--- config.mk ---
export PLATFORM = sky130hd
export DESIGN_NAME = eia_top
export DESIGN_NICKNAME = d
export VERILOG_FILES = /design/src/rtl/eia_pkg.sv /design/src/rtl/eia_top.sv
export SDC_FILE = /design/constraint.sdc
export NUM_CORES = 1
export LEC_CHECK = 0
export BUFFER_PORTS_ARGS = -buffer_cell sky130_fd_sc_hd__buf_2
export CELL_PAD_IN_SITES_DETAIL_PLACEMENT = 1
export CELL_PAD_IN_SITES_GLOBAL_PLACEMENT = 2
export CORE_UTILIZATION = 32
export DETAILED_ROUTE_END_ITERATION = 12
export PLACE_DENSITY = 0.84
export SETUP_SLACK_MARGIN = 0.5
export SYNTH_ARGS = -nofsm -noshare
export SYNTH_HDL_FRONTEND = slang
export SYNTH_SLANG_ARGS = --single-unit
export TNS_END_PERCENT = 10
--- constraint.sdc ---
create_clock -name CLK -period 6.2 [get_ports CLK]
set_clock_uncertainty 0.1 [all_clocks]
set_input_delay 0.31 -clock CLK [delete_from_list [all_inputs] [get_ports CLK]]
set_output_delay 0.31 -clock CLK [all_outputs]
set_load 0.005 [all_outputs]
--- src/rtl/eia_pkg.sv ---
/*
  Constants for the external edge and interrupt acknowledge block.
  Assumes one 8-bit register port from the CPU core.
*/
package eia_pkg;
  localparam int unsigned N_PIN   = 6;
  localparam int unsigned N_OTHER = 10;
  localparam int unsigned N_SRC   = 16;
  localparam int unsigned SRC_W   = 4;
  localparam int unsigned PRE_W   = 9;

  // Register port addresses
  localparam logic [15:0] ADR_SCS     = 16'hFF47;
  localparam logic [15:0] ADR_EDGE_UP = 16'hFFED;
  localparam logic [15:0] ADR_EDGE_LO = 16'hFFEC;
  localparam logic [15:0] ADR_PSW     = 16'hFF1E;

  localparam logic [7:0] RST_SCS  = 8'h00;
  localparam logic [7:0] RST_EDGE = 8'h00;
  localparam logic [7:0] RST_PSW  = 8'h02;
  localparam logic [7:0] RD_NONE  = 8'h00;

  // Status word bit positions
  localparam int unsigned PSW_IE  = 7;
  localparam int unsigned PSW_ISP = 1;

  // Edge field positions: lower register holds pins 0..2, upper pins 3..5
  localparam int unsigned EDGE_LO_POS = 2;
  localparam int unsigned EDGE_LO_N   = 3;

  localparam logic [1:0] EDGE_FALL = 2'h0;
  localparam logic [1:0] EDGE_RISE = 2'h1;
  localparam logic [1:0] EDGE_BAD  = 2'h2;
  localparam logic [1:0] EDGE_BOTH = 2'h3;

  // Sampling clock select codes and divider exponents of fx
  localparam logic [1:0] SCS_CPU  = 2'h0;
  localparam logic [1:0] SCS_DIVA = 2'h1;
  localparam logic [1:0] SCS_DIVB = 2'h2;
  localparam logic [3:0] EXP_M1_A = 4'h7;
  localparam logic [3:0] EXP_M1_B = 4'h5;
  localparam logic [3:0] EXP_M1_C = 4'h6;
  localparam logic [3:0] EXP_M0_A = 4'h8;
  localparam logic [3:0] EXP_M0_B = 4'h6;
  localparam logic [3:0] EXP_M0_C = 4'h7;

  typedef enum logic [0:0] {
    ST_IDLE    = 1'b0,
    ST_LOWWAIT = 1'b1
  } eia_state_t;
endpackage

--- src/rtl/eia_top.sv ---
/*
  External edge select, pin 0 noise filter, status word and interrupt
  acknowledge decision. Assumes a CPU sequencer that pulses INSTR_DONE at
  each instruction end, with the instruction-kind pulses in that cycle,
  and that waits two cycles after INSTR_DONE for an acknowledge.
*/
`timescale 1ns/1ns
module eia_top (
  input  wire logic                         CLK,
  input  wire logic                         RESET,
  input  wire logic                         CE,
  input  wire logic [eia_pkg::N_PIN-1:0]    EXT_IRQ_PIN,
  input  wire logic [eia_pkg::N_OTHER-1:0]  OTHER_REQ,
  input  wire logic                         NMI_REQ,
  input  wire logic [eia_pkg::N_SRC-1:0]    MASK_FLAGS,
  input  wire logic [eia_pkg::N_SRC-1:0]    PRIO_FLAGS,
  input  wire logic                         OSC_MODE_BIT,
  input  wire logic                         FXX_HALF,
  input  wire logic [2:0]                   CPU_DIV_N,
  input  wire logic                         HALT_MODE,
  input  wire logic                         INSTR_DONE,
  input  wire logic                         HOLD_INSTR,
  input  wire logic                         EI_INSTR,
  input  wire logic                         DI_INSTR,
  input  wire logic                         BRK_INSTR,
  input  wire logic                         INTERRUPT_RETURN_INSTR_INSTR,
  input  wire logic                         BREAK_RETURN_INSTR_INSTR,
  input  wire logic                         PUSH_PSW_INSTR,
  input  wire logic                         POP_PSW_INSTR,
  input  wire logic [7:0]                   POP_DATA,
  input  wire logic [15:0]                  REG_ADDR,
  input  wire logic [7:0]                   REG_WDATA,
  input  wire logic                         REG_WE,
  input  wire logic                         REG_RE,
  output logic      [7:0]                   REG_RDATA,
  output logic      [7:0]                   PROCESSOR_STATUS_WORD,
  output logic      [eia_pkg::N_SRC-1:0]    REQ_FLAGS,
  output logic                              NMI_PENDING,
  output logic                              NMI_IN_SERVICE,
  output logic                              ACK,
  output logic                              ACK_NMI,
  output logic      [eia_pkg::SRC_W-1:0]    ACK_SRC,
  output logic                              PSW_PUSH,
  output logic      [7:0]                   PSW_PUSH_DATA
);

  logic [1:0]                  scs_q;
  logic [5:0]                  edge_lo_q;
  logic [5:0]                  edge_up_q;
  logic [7:0]                  psw_q;
  logic [7:0]                  psw_d;
  logic [eia_pkg::PRE_W-1:0]   pre_q;
  logic                        smp_q;
  logic                        flt_q;
  logic [eia_pkg::N_PIN-1:0]   prev_q;
  logic [eia_pkg::N_SRC-1:0]   req_q;
  logic                        nmi_pend_q;
  logic                        nmi_svc_q;
  eia_pkg::eia_state_t         st_q;
  logic [eia_pkg::SRC_W-1:0]   held_id_q;
  logic [7:0]                  rdata_q;
  logic                        ack_q;
  logic                        ack_nmi_q;
  logic [eia_pkg::SRC_W-1:0]   ack_src_q;
  logic                        push_q;
  logic [7:0]                  push_data_q;

  // Register decode
  wire wr_scs  = REG_WE && (REG_ADDR == eia_pkg::ADR_SCS);
  wire wr_up   = REG_WE && (REG_ADDR == eia_pkg::ADR_EDGE_UP);
  wire wr_lo   = REG_WE && (REG_ADDR == eia_pkg::ADR_EDGE_LO);
  wire wr_psw  = REG_WE && (REG_ADDR == eia_pkg::ADR_PSW);
  wire [7:0] rd_mux =
    (REG_ADDR == eia_pkg::ADR_SCS)     ? {6'h00, scs_q} :
    (REG_ADDR == eia_pkg::ADR_EDGE_UP) ? {2'h0, edge_up_q} :
    (REG_ADDR == eia_pkg::ADR_EDGE_LO) ? {edge_lo_q, 2'h0} :
    (REG_ADDR == eia_pkg::ADR_PSW)     ? psw_q : eia_pkg::RD_NONE;

  wire psw_ie  = psw_q[eia_pkg::PSW_IE];
  wire psw_isp = psw_q[eia_pkg::PSW_ISP];

  // Sampling clock for pin 0, derived from a free-running fx prescaler
  wire [3:0] cpu_exp = {1'b0, CPU_DIV_N} + {3'h0, FXX_HALF};
  wire [3:0] per_exp =
    OSC_MODE_BIT ? ((scs_q == eia_pkg::SCS_DIVA) ? eia_pkg::EXP_M1_A :
                    (scs_q == eia_pkg::SCS_DIVB) ? eia_pkg::EXP_M1_B : eia_pkg::EXP_M1_C)
                 : ((scs_q == eia_pkg::SCS_DIVA) ? eia_pkg::EXP_M0_A :
                    (scs_q == eia_pkg::SCS_DIVB) ? eia_pkg::EXP_M0_B : eia_pkg::EXP_M0_C);
  wire       use_cpu = (scs_q == eia_pkg::SCS_CPU);
  wire [3:0] smp_exp = use_cpu ? cpu_exp : per_exp;
  wire [eia_pkg::PRE_W-1:0] smp_mask =
    eia_pkg::PRE_W'(({{eia_pkg::PRE_W{1'b0}}, 1'b1} << smp_exp) - 1'b1);
  // CPU clock stops in halt, so the filter freezes too when it samples on the CPU clock
  wire tick = ((pre_q & smp_mask) == smp_mask) && !(use_cpu && HALT_MODE);

  // Pin levels seen by the edge detectors; pin 0 through the filter
  wire [eia_pkg::N_PIN-1:0] lvl = {EXT_IRQ_PIN[eia_pkg::N_PIN-1:1], flt_q};
  wire [eia_pkg::N_PIN-1:0] pin_evt;
  wire [eia_pkg::N_SRC-1:0] src_evt = {OTHER_REQ, pin_evt};
  wire [2*eia_pkg::N_PIN-1:0] edge_all = {edge_up_q, edge_lo_q};

  genvar gi;
  generate
    for (gi = 0; gi < eia_pkg::N_PIN; gi++)
    begin : g_pin
      wire [1:0] mode = edge_all[2*gi +: 2];
      wire rise = lvl[gi] && !prev_q[gi];
      wire fall = !lvl[gi] && prev_q[gi];
      assign pin_evt[gi] =
        ((mode == eia_pkg::EDGE_FALL) && fall) ||
        ((mode == eia_pkg::EDGE_RISE) && rise) ||
        ((mode == eia_pkg::EDGE_BOTH) && (rise || fall));
    end
  endgenerate

  // Candidate selection: high group first, lowest index wins inside a group
  function automatic logic [eia_pkg::SRC_W:0] pick_first(
    input logic [eia_pkg::N_SRC-1:0] v
  );
    logic [eia_pkg::SRC_W:0] r;
    r = '0;
    for (int i = eia_pkg::N_SRC - 1; i >= 0; i--)
    begin
      if (v[i])
      begin
        r = {1'b1, eia_pkg::SRC_W'(i)};
      end
    end
    return r;
  endfunction

  wire [eia_pkg::N_SRC-1:0] cand    = req_q & ~MASK_FLAGS;
  wire [eia_pkg::N_SRC-1:0] cand_hi = cand & ~PRIO_FLAGS;
  wire [eia_pkg::N_SRC-1:0] cand_lo = psw_isp ? (cand & PRIO_FLAGS) : '0;
  wire [eia_pkg::SRC_W:0]   pk_hi   = pick_first(cand_hi);
  wire [eia_pkg::SRC_W:0]   pk_lo   = pick_first(cand_lo);
  wire                      pk_any  = pk_hi[eia_pkg::SRC_W] || pk_lo[eia_pkg::SRC_W];
  wire [eia_pkg::SRC_W-1:0] pk_id   = pk_hi[eia_pkg::SRC_W] ?
                                      pk_hi[eia_pkg::SRC_W-1:0] : pk_lo[eia_pkg::SRC_W-1:0];
  wire                      pk_low  = !pk_hi[eia_pkg::SRC_W];

  // Instructions that touch the status word, except BRK_INSTR, defer acknowledge by one
  wire held = HOLD_INSTR || EI_INSTR || DI_INSTR || INTERRUPT_RETURN_INSTR_INSTR ||
              BREAK_RETURN_INSTR_INSTR || PUSH_PSW_INSTR || POP_PSW_INSTR;
  wire take_ok = INSTR_DONE && !held && !nmi_svc_q;

  wire held_ok  = cand[held_id_q] && psw_ie && !nmi_svc_q &&
                  (psw_isp || !PRIO_FLAGS[held_id_q]);
  wire iss_nmi  = nmi_pend_q && !nmi_svc_q &&
                  ((st_q == eia_pkg::ST_IDLE && take_ok) || st_q == eia_pkg::ST_LOWWAIT);
  wire iss_hi   = (st_q == eia_pkg::ST_IDLE) && take_ok && !nmi_pend_q &&
                  psw_ie && pk_any && !pk_low;
  wire go_low   = (st_q == eia_pkg::ST_IDLE) && take_ok && !nmi_pend_q &&
                  psw_ie && pk_any && pk_low;
  // Low-priority requests spend one extra cycle in the decision
  wire iss_low  = (st_q == eia_pkg::ST_LOWWAIT) && !nmi_pend_q && held_ok;
  wire iss_msk  = iss_hi || iss_low;
  wire [eia_pkg::SRC_W-1:0] iss_id = iss_low ? held_id_q : pk_id;
  wire iss      = iss_nmi || iss_msk;

  eia_pkg::eia_state_t st_d;
  assign st_d = go_low ? eia_pkg::ST_LOWWAIT : eia_pkg::ST_IDLE;

  // Status word next value
  always_comb
  begin
    psw_d = psw_q;
    // Non-maskable acknowledge clears the in-service priority as well
    if (iss)
    begin
      psw_d[eia_pkg::PSW_IE]  = 1'b0;
      psw_d[eia_pkg::PSW_ISP] = iss_msk && PRIO_FLAGS[iss_id];
    end
    else if (BRK_INSTR)
    begin
      psw_d[eia_pkg::PSW_IE] = 1'b0;
    end
    else if (INTERRUPT_RETURN_INSTR_INSTR || BREAK_RETURN_INSTR_INSTR || POP_PSW_INSTR)
    begin
      psw_d = POP_DATA;
    end
    else if (EI_INSTR || DI_INSTR)
    begin
      psw_d[eia_pkg::PSW_IE] = EI_INSTR;
    end
    else if (wr_psw)
    begin
      psw_d = REG_WDATA;
    end
  end

  always_ff @(posedge CLK)
  begin
    if (RESET)
    begin
      scs_q     <= eia_pkg::RST_SCS[1:0];
      edge_lo_q <= eia_pkg::RST_EDGE[7:2];
      edge_up_q <= eia_pkg::RST_EDGE[5:0];
      psw_q     <= eia_pkg::RST_PSW;
    end
    else if (CE)
    begin
      if (wr_scs) scs_q <= REG_WDATA[1:0];
      if (wr_lo) edge_lo_q <= REG_WDATA[7:2];
      if (wr_up) edge_up_q <= REG_WDATA[5:0];
      psw_q <= psw_d;
    end
  end

  // Filter moves only after two equal samples in a row
  always_ff @(posedge CLK)
  begin
    if (RESET)
    begin
      pre_q  <= '0;
      smp_q  <= 1'b0;
      flt_q  <= 1'b0;
      prev_q <= '0;
    end
    else if (CE)
    begin
      pre_q  <= pre_q + 1'b1;
      prev_q <= lvl;
      if (tick)
      begin
        smp_q <= EXT_IRQ_PIN[0];
        if (EXT_IRQ_PIN[0] == smp_q) flt_q <= smp_q;
      end
    end
  end

  generate
    for (gi = 0; gi < eia_pkg::N_SRC; gi++)
    begin : g_req
      always_ff @(posedge CLK)
      begin
        if (RESET) req_q[gi] <= 1'b0;
        else if (CE && src_evt[gi]) req_q[gi] <= 1'b1;
        else if (CE && iss_msk && iss_id == gi) req_q[gi] <= 1'b0;
      end
    end
  endgenerate

  always_ff @(posedge CLK)
  begin
    if (RESET)
    begin
      nmi_pend_q <= 1'b0;
      nmi_svc_q  <= 1'b0;
      st_q       <= eia_pkg::ST_IDLE;
      held_id_q  <= '0;
    end
    else if (CE)
    begin
      // One flag, so repeats during service fold into a single request
      if (NMI_REQ) nmi_pend_q <= 1'b1;
      else if (iss_nmi) nmi_pend_q <= 1'b0;
      if (iss_nmi) nmi_svc_q <= 1'b1;
      else if (INTERRUPT_RETURN_INSTR_INSTR) nmi_svc_q <= 1'b0;
      st_q <= st_d;
      if (go_low) held_id_q <= pk_id;
    end
  end

  always_ff @(posedge CLK)
  begin
    if (RESET)
    begin
      rdata_q     <= eia_pkg::RD_NONE;
      ack_q       <= 1'b0;
      ack_nmi_q   <= 1'b0;
      ack_src_q   <= '0;
      push_q      <= 1'b0;
      push_data_q <= '0;
    end
    else if (CE)
    begin
      if (REG_RE) rdata_q <= rd_mux;
      ack_q     <= iss;
      ack_nmi_q <= iss_nmi;
      if (iss_msk) ack_src_q <= iss_id;
      push_q    <= iss || BRK_INSTR || PUSH_PSW_INSTR;
      if (iss || BRK_INSTR || PUSH_PSW_INSTR) push_data_q <= psw_q;
    end
  end

  assign REG_RDATA      = rdata_q;
  assign PROCESSOR_STATUS_WORD            = psw_q;
  assign REQ_FLAGS      = req_q;
  assign NMI_PENDING    = nmi_pend_q;
  assign NMI_IN_SERVICE = nmi_svc_q;
  assign ACK            = ack_q;
  assign ACK_NMI        = ack_nmi_q;
  assign ACK_SRC        = ack_src_q;
  assign PSW_PUSH       = push_q;
  assign PSW_PUSH_DATA  = push_data_q;
endmodule

# Word-level counts from Yosys, hierarchy flattened
# Cells that the tools add are included.
[classes]
addsub = 3
magnitude_cmp = 2
eq_ne = 38
n_shift = 1
n_mux = 96
bitwise = 9
reduce_logical = 180
[ops]
columns = ["operator", "count"]
rows = [
  ["$mux W5", 32],
  ["$logic_and A1 B1 Y1", 85],
  ["$eq A16 B16 Y1 const B", 4],
  ["$and A16 B16 Y16", 3],
  ["$mux W8", 6],
  ["$mux W1", 45],
  ["$reduce_bool A2 Y1", 19],
  ["$logic_or A1 B1 Y1", 34],
  ["$eq A4 B4 Y1 const B", 8],
  ["$not A16 Y16", 2],
  ["$reduce_and A2 Y1", 11],
  ["$mux W4", 5],
  ["$logic_not A1 Y1", 18],
  ["$eq A4 B3 Y1 const B", 4],
  ["$mux W16", 1],
  ["$eq A2 B1 Y1 const B", 7],
  ["$eq A2 B2 Y1 const B", 7],
  ["$logic_not A2 Y1", 7],
  ["$bmux W1 S4", 3],
  ["$lt A4 B5 Y1 const B", 2],
  ["$add A9 B1 Y9 const B", 1],
  ["$and A9 B9 Y9", 1],
  ["$eq A9 B9 Y1", 1],
  ["$shl A1 B4 Y9 const A", 1],
  ["other kinds (17)", 22],
]
[totals]
ff_bits = 85
input_bits = 101
out_inout_bits = 49
elab_cells = 365

# Longest topological paths before layout
[depth]
word_depth = 28
mapped_depth = 17

# Least setup slack after synthesis
# Ideal clock, no wire load.
[synth_path]
path_kind = "register to register"
from = "register req_q (netlist bit REQ_FLAGS[6])"
to = "register psw_q[1] (netlist: PROCESSOR_STATUS_WORD[1])"
setup_time_ns = 0.073
t_arrival_ns = 3.022
t_required_ns = 6.027
setup_slack_ns = 3.004
path_stages_with_launch = 11
path_cell_list = "dfxtp_1 -> nor2b_1 -> o21ai_1 -> mux4_2 -> o211a_1 -> a211oi_4 -> mux2i_2 -> mux2_2 -> o22ai_1 -> or4_1 -> o211ai_2"
[synth_between]
elab_chain_cells = 17
word_cells_on_any_way = 39
[synth_lines]
columns = ["element", "line_no", "rtl"]
rows = [
  ["start: declaration", "eia_top.sv:56", "logic [eia_pkg::N_SRC-1:0] req_q;"],
  ["start signal: indexed assignment", "eia_top.sv:237", "if (RESET) req_q[gi] <= 1'b0;"],
  ["start signal: indexed assignment", "eia_top.sv:238", "else if (CE && src_evt[gi]) req_q[gi] <= 1'b1;"],
  ["start signal: indexed assignment", "eia_top.sv:239", "else if (CE && iss_msk && iss_id == gi) req_q[gi] <= 1'b0;"],
  ["$and A16 B16 Y16 *", "eia_top.sv:132", "wire [eia_pkg::N_SRC-1:0] cand = req_q & ~MASK_FLAGS;"],
  ["parallel branches: the longest is 16 deep, another holds $and A16 B16 Y16", "n/a", ""],
  ["end signal: assignment", "eia_top.sv:199", "psw_q <= eia_pkg::RST_PSW;"],
  ["end signal: assignment", "eia_top.sv:206", "psw_q <= psw_d;"],
  ["end: declaration", "eia_top.sv:50", "logic [7:0] psw_q;"],
]
# Every way passes the cells marked *. The select of a mux whose other input is x is not followed.
# A chain may end at the register's enable or synchronous reset.

# Worst setup path in the final report
[layout_path]
from = "register psw_q[1] (netlist: PROCESSOR_STATUS_WORD[1])"
to = "register req_q (netlist bit REQ_FLAGS[14])"
[layout_between]
elab_chain_cells = 24
word_cells_on_any_way = 30
[layout_lines]
columns = ["element", "line_no"]
rows = [
  ["parallel branches: the longest is 22 deep, another holds $mux W16", "n/a"],
  ["$logic_and A1 B1 Y1 *", "eia_top.sv:239"],
  ["$reduce_bool A2 Y1 (no line) *", "n/a"],
]
# Every way passes the cells marked *.

==> summary.md <==
| Metric | Value |
|---|---|
| Fin crit period | `3.98 ns` |
| Largest net degree at the start of global routing | `88` |
| Grt total ovfl | `0` |
| Clk sinks | `85` |
| Post-synthesis net count | `802` |
| Number of global-route vias before repair | `5955` |
| Critical path's largest stage delay | `0.71 ns` |
| Setup Fix Bufs, Post-CTS | `0` |
| Fin util | `40.5%` |
| Worst-path clk slew | `0.06 ns` |
| CP cell instances | `nand2b_1 > nand3b_1 > mux4_2 > o211a_1 > a211oi_4 > mux2i_2 > inv_1 > or3_1 > o21ai_0 > a21oi_1` |
| Synth unique cells | `73` |
| DP HPWL | `15000 µm` |
| Final worst setup slack | `2.22 ns` |
| Worst r2r path cells | `10` |
| Setup TNS | `0 ns` |
| Post-synthesis area per instance | `8.05 µm²` |
| Crit path buf inv count | `1` |
| Area growth syn-to-layout | `22.6%` |
| Max-Cap Viols | `0` |
| Slew margin rel. | `38.1%` |
| Crit. End Element | `flip-flop` |
| Initial DRC count | `283` |
| Startpoint types | `flip-flop` |
| Leakage dissipation | `0.00289 µW` |
| ANT cells | `0` |
| FP Rows | `47` |
| Worst R2R End | `REQ_FLAGS[14]` |
| I/O pin cnt | `150` |
| Initial antenna violation count | `0` |
| Initial Utilization | `33.0%` |
| Htree depth | `3` |
| Final hold vios | `0` |
| Die extent in y | `133 µm` |
| Max Freq | `251 MHz` |
| Total CTS buffers | `9` |
| Delay-heaviest family, CP | `compound AO/OA/AOI/OAI gates` |
| Core Region | `16600 µm²` |
| Critical Path RT | `6.29 ns` |
| Worst-skew pair later-pin latency | `0.35 ns` |
| Drt pass-1 iters | `4` |
| Clock Tree Root | `clkbuf_16` |
| Slowest-stage cell, CP | `dfxtp_1` |
| Port Buffers | `149` |
| Final setup fails | `0` |
| Async SR Flop Fraction | `0%` |
| Mapped cell area | `5490 µm²` |
| CP max FO | `21` |
| Gr usage total | `22.0%` |
| First-pass GRT wire length | `30700 µm` |
| Die width | `133 µm` |
| Die ar. | `17700 µm²` |
| Slew at the pin with the worst max-slew slack | `0.921 ns` |
| DRT Wirelength | `18900 µm` |
| CTS tree | `yes` |
| Critical Path Start | `PROCESSOR_STATUS_WORD[1]` |
| Post-CTS resize count | `0` |
| Worst Setup EP | `REQ_FLAGS[14]` |
| Prevailing post-synth register cell | `dfxtp_1` |
| Crit Path Class | `flip-flop to flip-flop` |
| Routed Antenna Nets | `0` |
| Tcrit/Tclk final | `64.2%` |
| Number of synthesized flops with an enable pin | `0` |
| Min-Delay Path Class | `input port to flip-flop` |
| Peak supply drop | `89.5 µV` |
| Share of layout cells above drive strength 1 | `23.9%` |
| Status | `complete, no violations` |
| Synth Instances | `682` |
| Nets | `940` |
| Reg-to-Reg Start | `PROCESSOR_STATUS_WORD[1]` |
| Remaining DRCs | `0` |
| Hold-fix buffers, CTS | `0` |
| Drt wl/cell | `18.1 µm` |
| Reg2Reg Setup Slack | `2.22 ns` |
| Vias | `5609` |
| Placement Setup Slack | `2.27 ns` |
| Sequential-to-total area share from yosys stat | `31.0%` |
| Yosys reg bits | `85` |
| Pins Over Slew Limit | `0` |
| RSZ-0062 raised after global routing | `no` |
| CTS Buffer Depth | `2` |
| RePlAce Congestion | `0.906` |
| Power Density | `206 nW/µm²` |
| Yosys warnings | `0` |
| Cell depth of the worst setup path | `10` |
| Via/cell ratio | `5.37` |
| Critical path arrival | `4.07 ns` |
state kept, by name, summed over array words and instances, names as in the netlist, 2 cells and up:
| register | flops |
|---|---|
| pre_q | 9 |
| prev_q | 6 |
| REG_RDATA | 8 |
| REQ_FLAGS | 16 |
| PSW_PUSH_DATA | 8 |
| scs_q | 2 |
| edge_up_q | 6 |
| edge_lo_q | 6 |
| ACK_SRC | 4 |
| PROCESSOR_STATUS_WORD | 8 |
| held_id_q | 4 |
per-layer routing:
| layer | up-vias | global-route usage [%] | wire (µm) |
|---|---|---|---|
| met4 | 0 | 7.79 | 379 |
| li1 | 2752 | - | - |
| met2 | 119 | 39.8 | 9700 |
| met3 | 25 | 3.26 | 679 |
| met1 | 2713 | 26.3 | 8130 |
| met5 | - | 0 | 0 |
logic make-up (layout without fill, tap and decap cells):
| logic type | after synthesis | in the layout | synth area share, % |
|---|---|---|---|
| buf+inv | 57 | 200 | 4.24 |
| mux | 62 | 62 | 11.9 |
| fa+ha+maj | 19 | 19 | 4.33 |
| xor+xnor | 10 | 10 | 1.59 |
| compound gates | 163 | 163 | 19.0 |
| simple gates | 286 | 286 | 28.0 |
| flops | 85 | 85 | 31.0 |
how the worst min path moves through the flow:
| stage | startpoint | to | slack, ns | depth (start not counted) |
|---|---|---|---|---|
| after floorplan | smp_q | smp_q | 0.35 | 2 |
| after global placement | smp_q | smp_q | 0.36 | 2 |
| after detailed placement | PSW_PUSH | PSW_PUSH | 0.37 | 2 |
| after CTS | OTHER_REQ[3] | REQ_FLAGS[9] | 0.11 | 3 |
| after global routing | NMI_REQ | NMI_PENDING | 0.13 | 3 |
| final | OTHER_REQ[3] | REQ_FLAGS[9] | 0.11 | 3 |
synth_stat cells (3+ instances only):
library cell  instances  area (µm²)
nor2_1               98         368
dfxtp_1              85        1700
nand2_1              53         199
a21oi_1              50         250
mux2i_1              49         490
o21ai_0              40         200
inv_1                29         109
clkbuf_1             19        71.3
ha_1                 19         238
nor3b_1              17         128
nand2b_1             15        93.8
a211oi_1             14         105
nor3_1               12        60.1
nand3_1              11        55.1
nand4b_1             10        87.6
a22oi_1               9        67.6
mux2_2                9         101
a22o_1                8        70.1
and3b_1               7        61.3
nand4_1               7        43.8
and3_1                6        37.5
nor2b_1               6        37.5
nor4_1                6        37.5
xor2_1                6        52.6
and2_1                5        31.3
and4b_1               5        50.1
nand3b_1              5        37.5
nor4b_1               5        43.8
a31oi_1               4        25.0
buf_1                 4        15.0
o21ai_1               4        20.0
o22ai_1               4        25.0
xnor2_1               4        35.0
buf_2                 3        15.0
or3_1                 3        18.8
area by class of cell:
class                   instances  area, µm²
fillers                      2091       9910
multi-input cells             540       3560
flip-flops and latches         85       1700
repair buffers                155        791
well taps                     220        275
clock buffers                  11        243
inverters                      29        109
clock inverters                 5       50.0
worst reg2reg max path, cell delays in order (launching register included):
cell      delay [ns]
dfxtp_1         0.71
nand2b_1        0.19
nand3b_1        0.07
mux4_2          0.46
o211a_1         0.28
a211oi_4        0.51
mux2i_2         0.61
inv_1           0.18
or3_1           0.43
o21ai_0         0.21
a21oi_1         0.09
power breakdown:
part	switching (µW)	internal, µW	leakage, µW
combinational	152	111	0.00205
sequential	19.2	563	0.000692
clock	224	321	0.000149
total	395	995	0.00289
metrics by stage:
stage	area, µm²	hold WS (ns)	total power [µW]	cells
after global placement	6440	0.358	851	1029
final	6730	0.113	1390	1045
after CTS	6730	0.109	1400	1045
after detailed placement	6440	0.373	858	1029
after floorplan	5490	0.347	744	682
after global routing	6730	0.132	1460	1045
cell usage in the layout, fill, tap and decap left out, drive strengths merged, types with 11 or more instances in the layout:
cell and n:
buf 155, nor2 98, dfxtp 85, nand2 53, mux2i 51, a21oi 50
o21ai 44, inv 29, ha 19, nor3b 19, nand2b 17, a211oi 15
nor3 12, nand3 11, nand4b 11, clkbuf 11
Power figures use the tool's default switching activity.
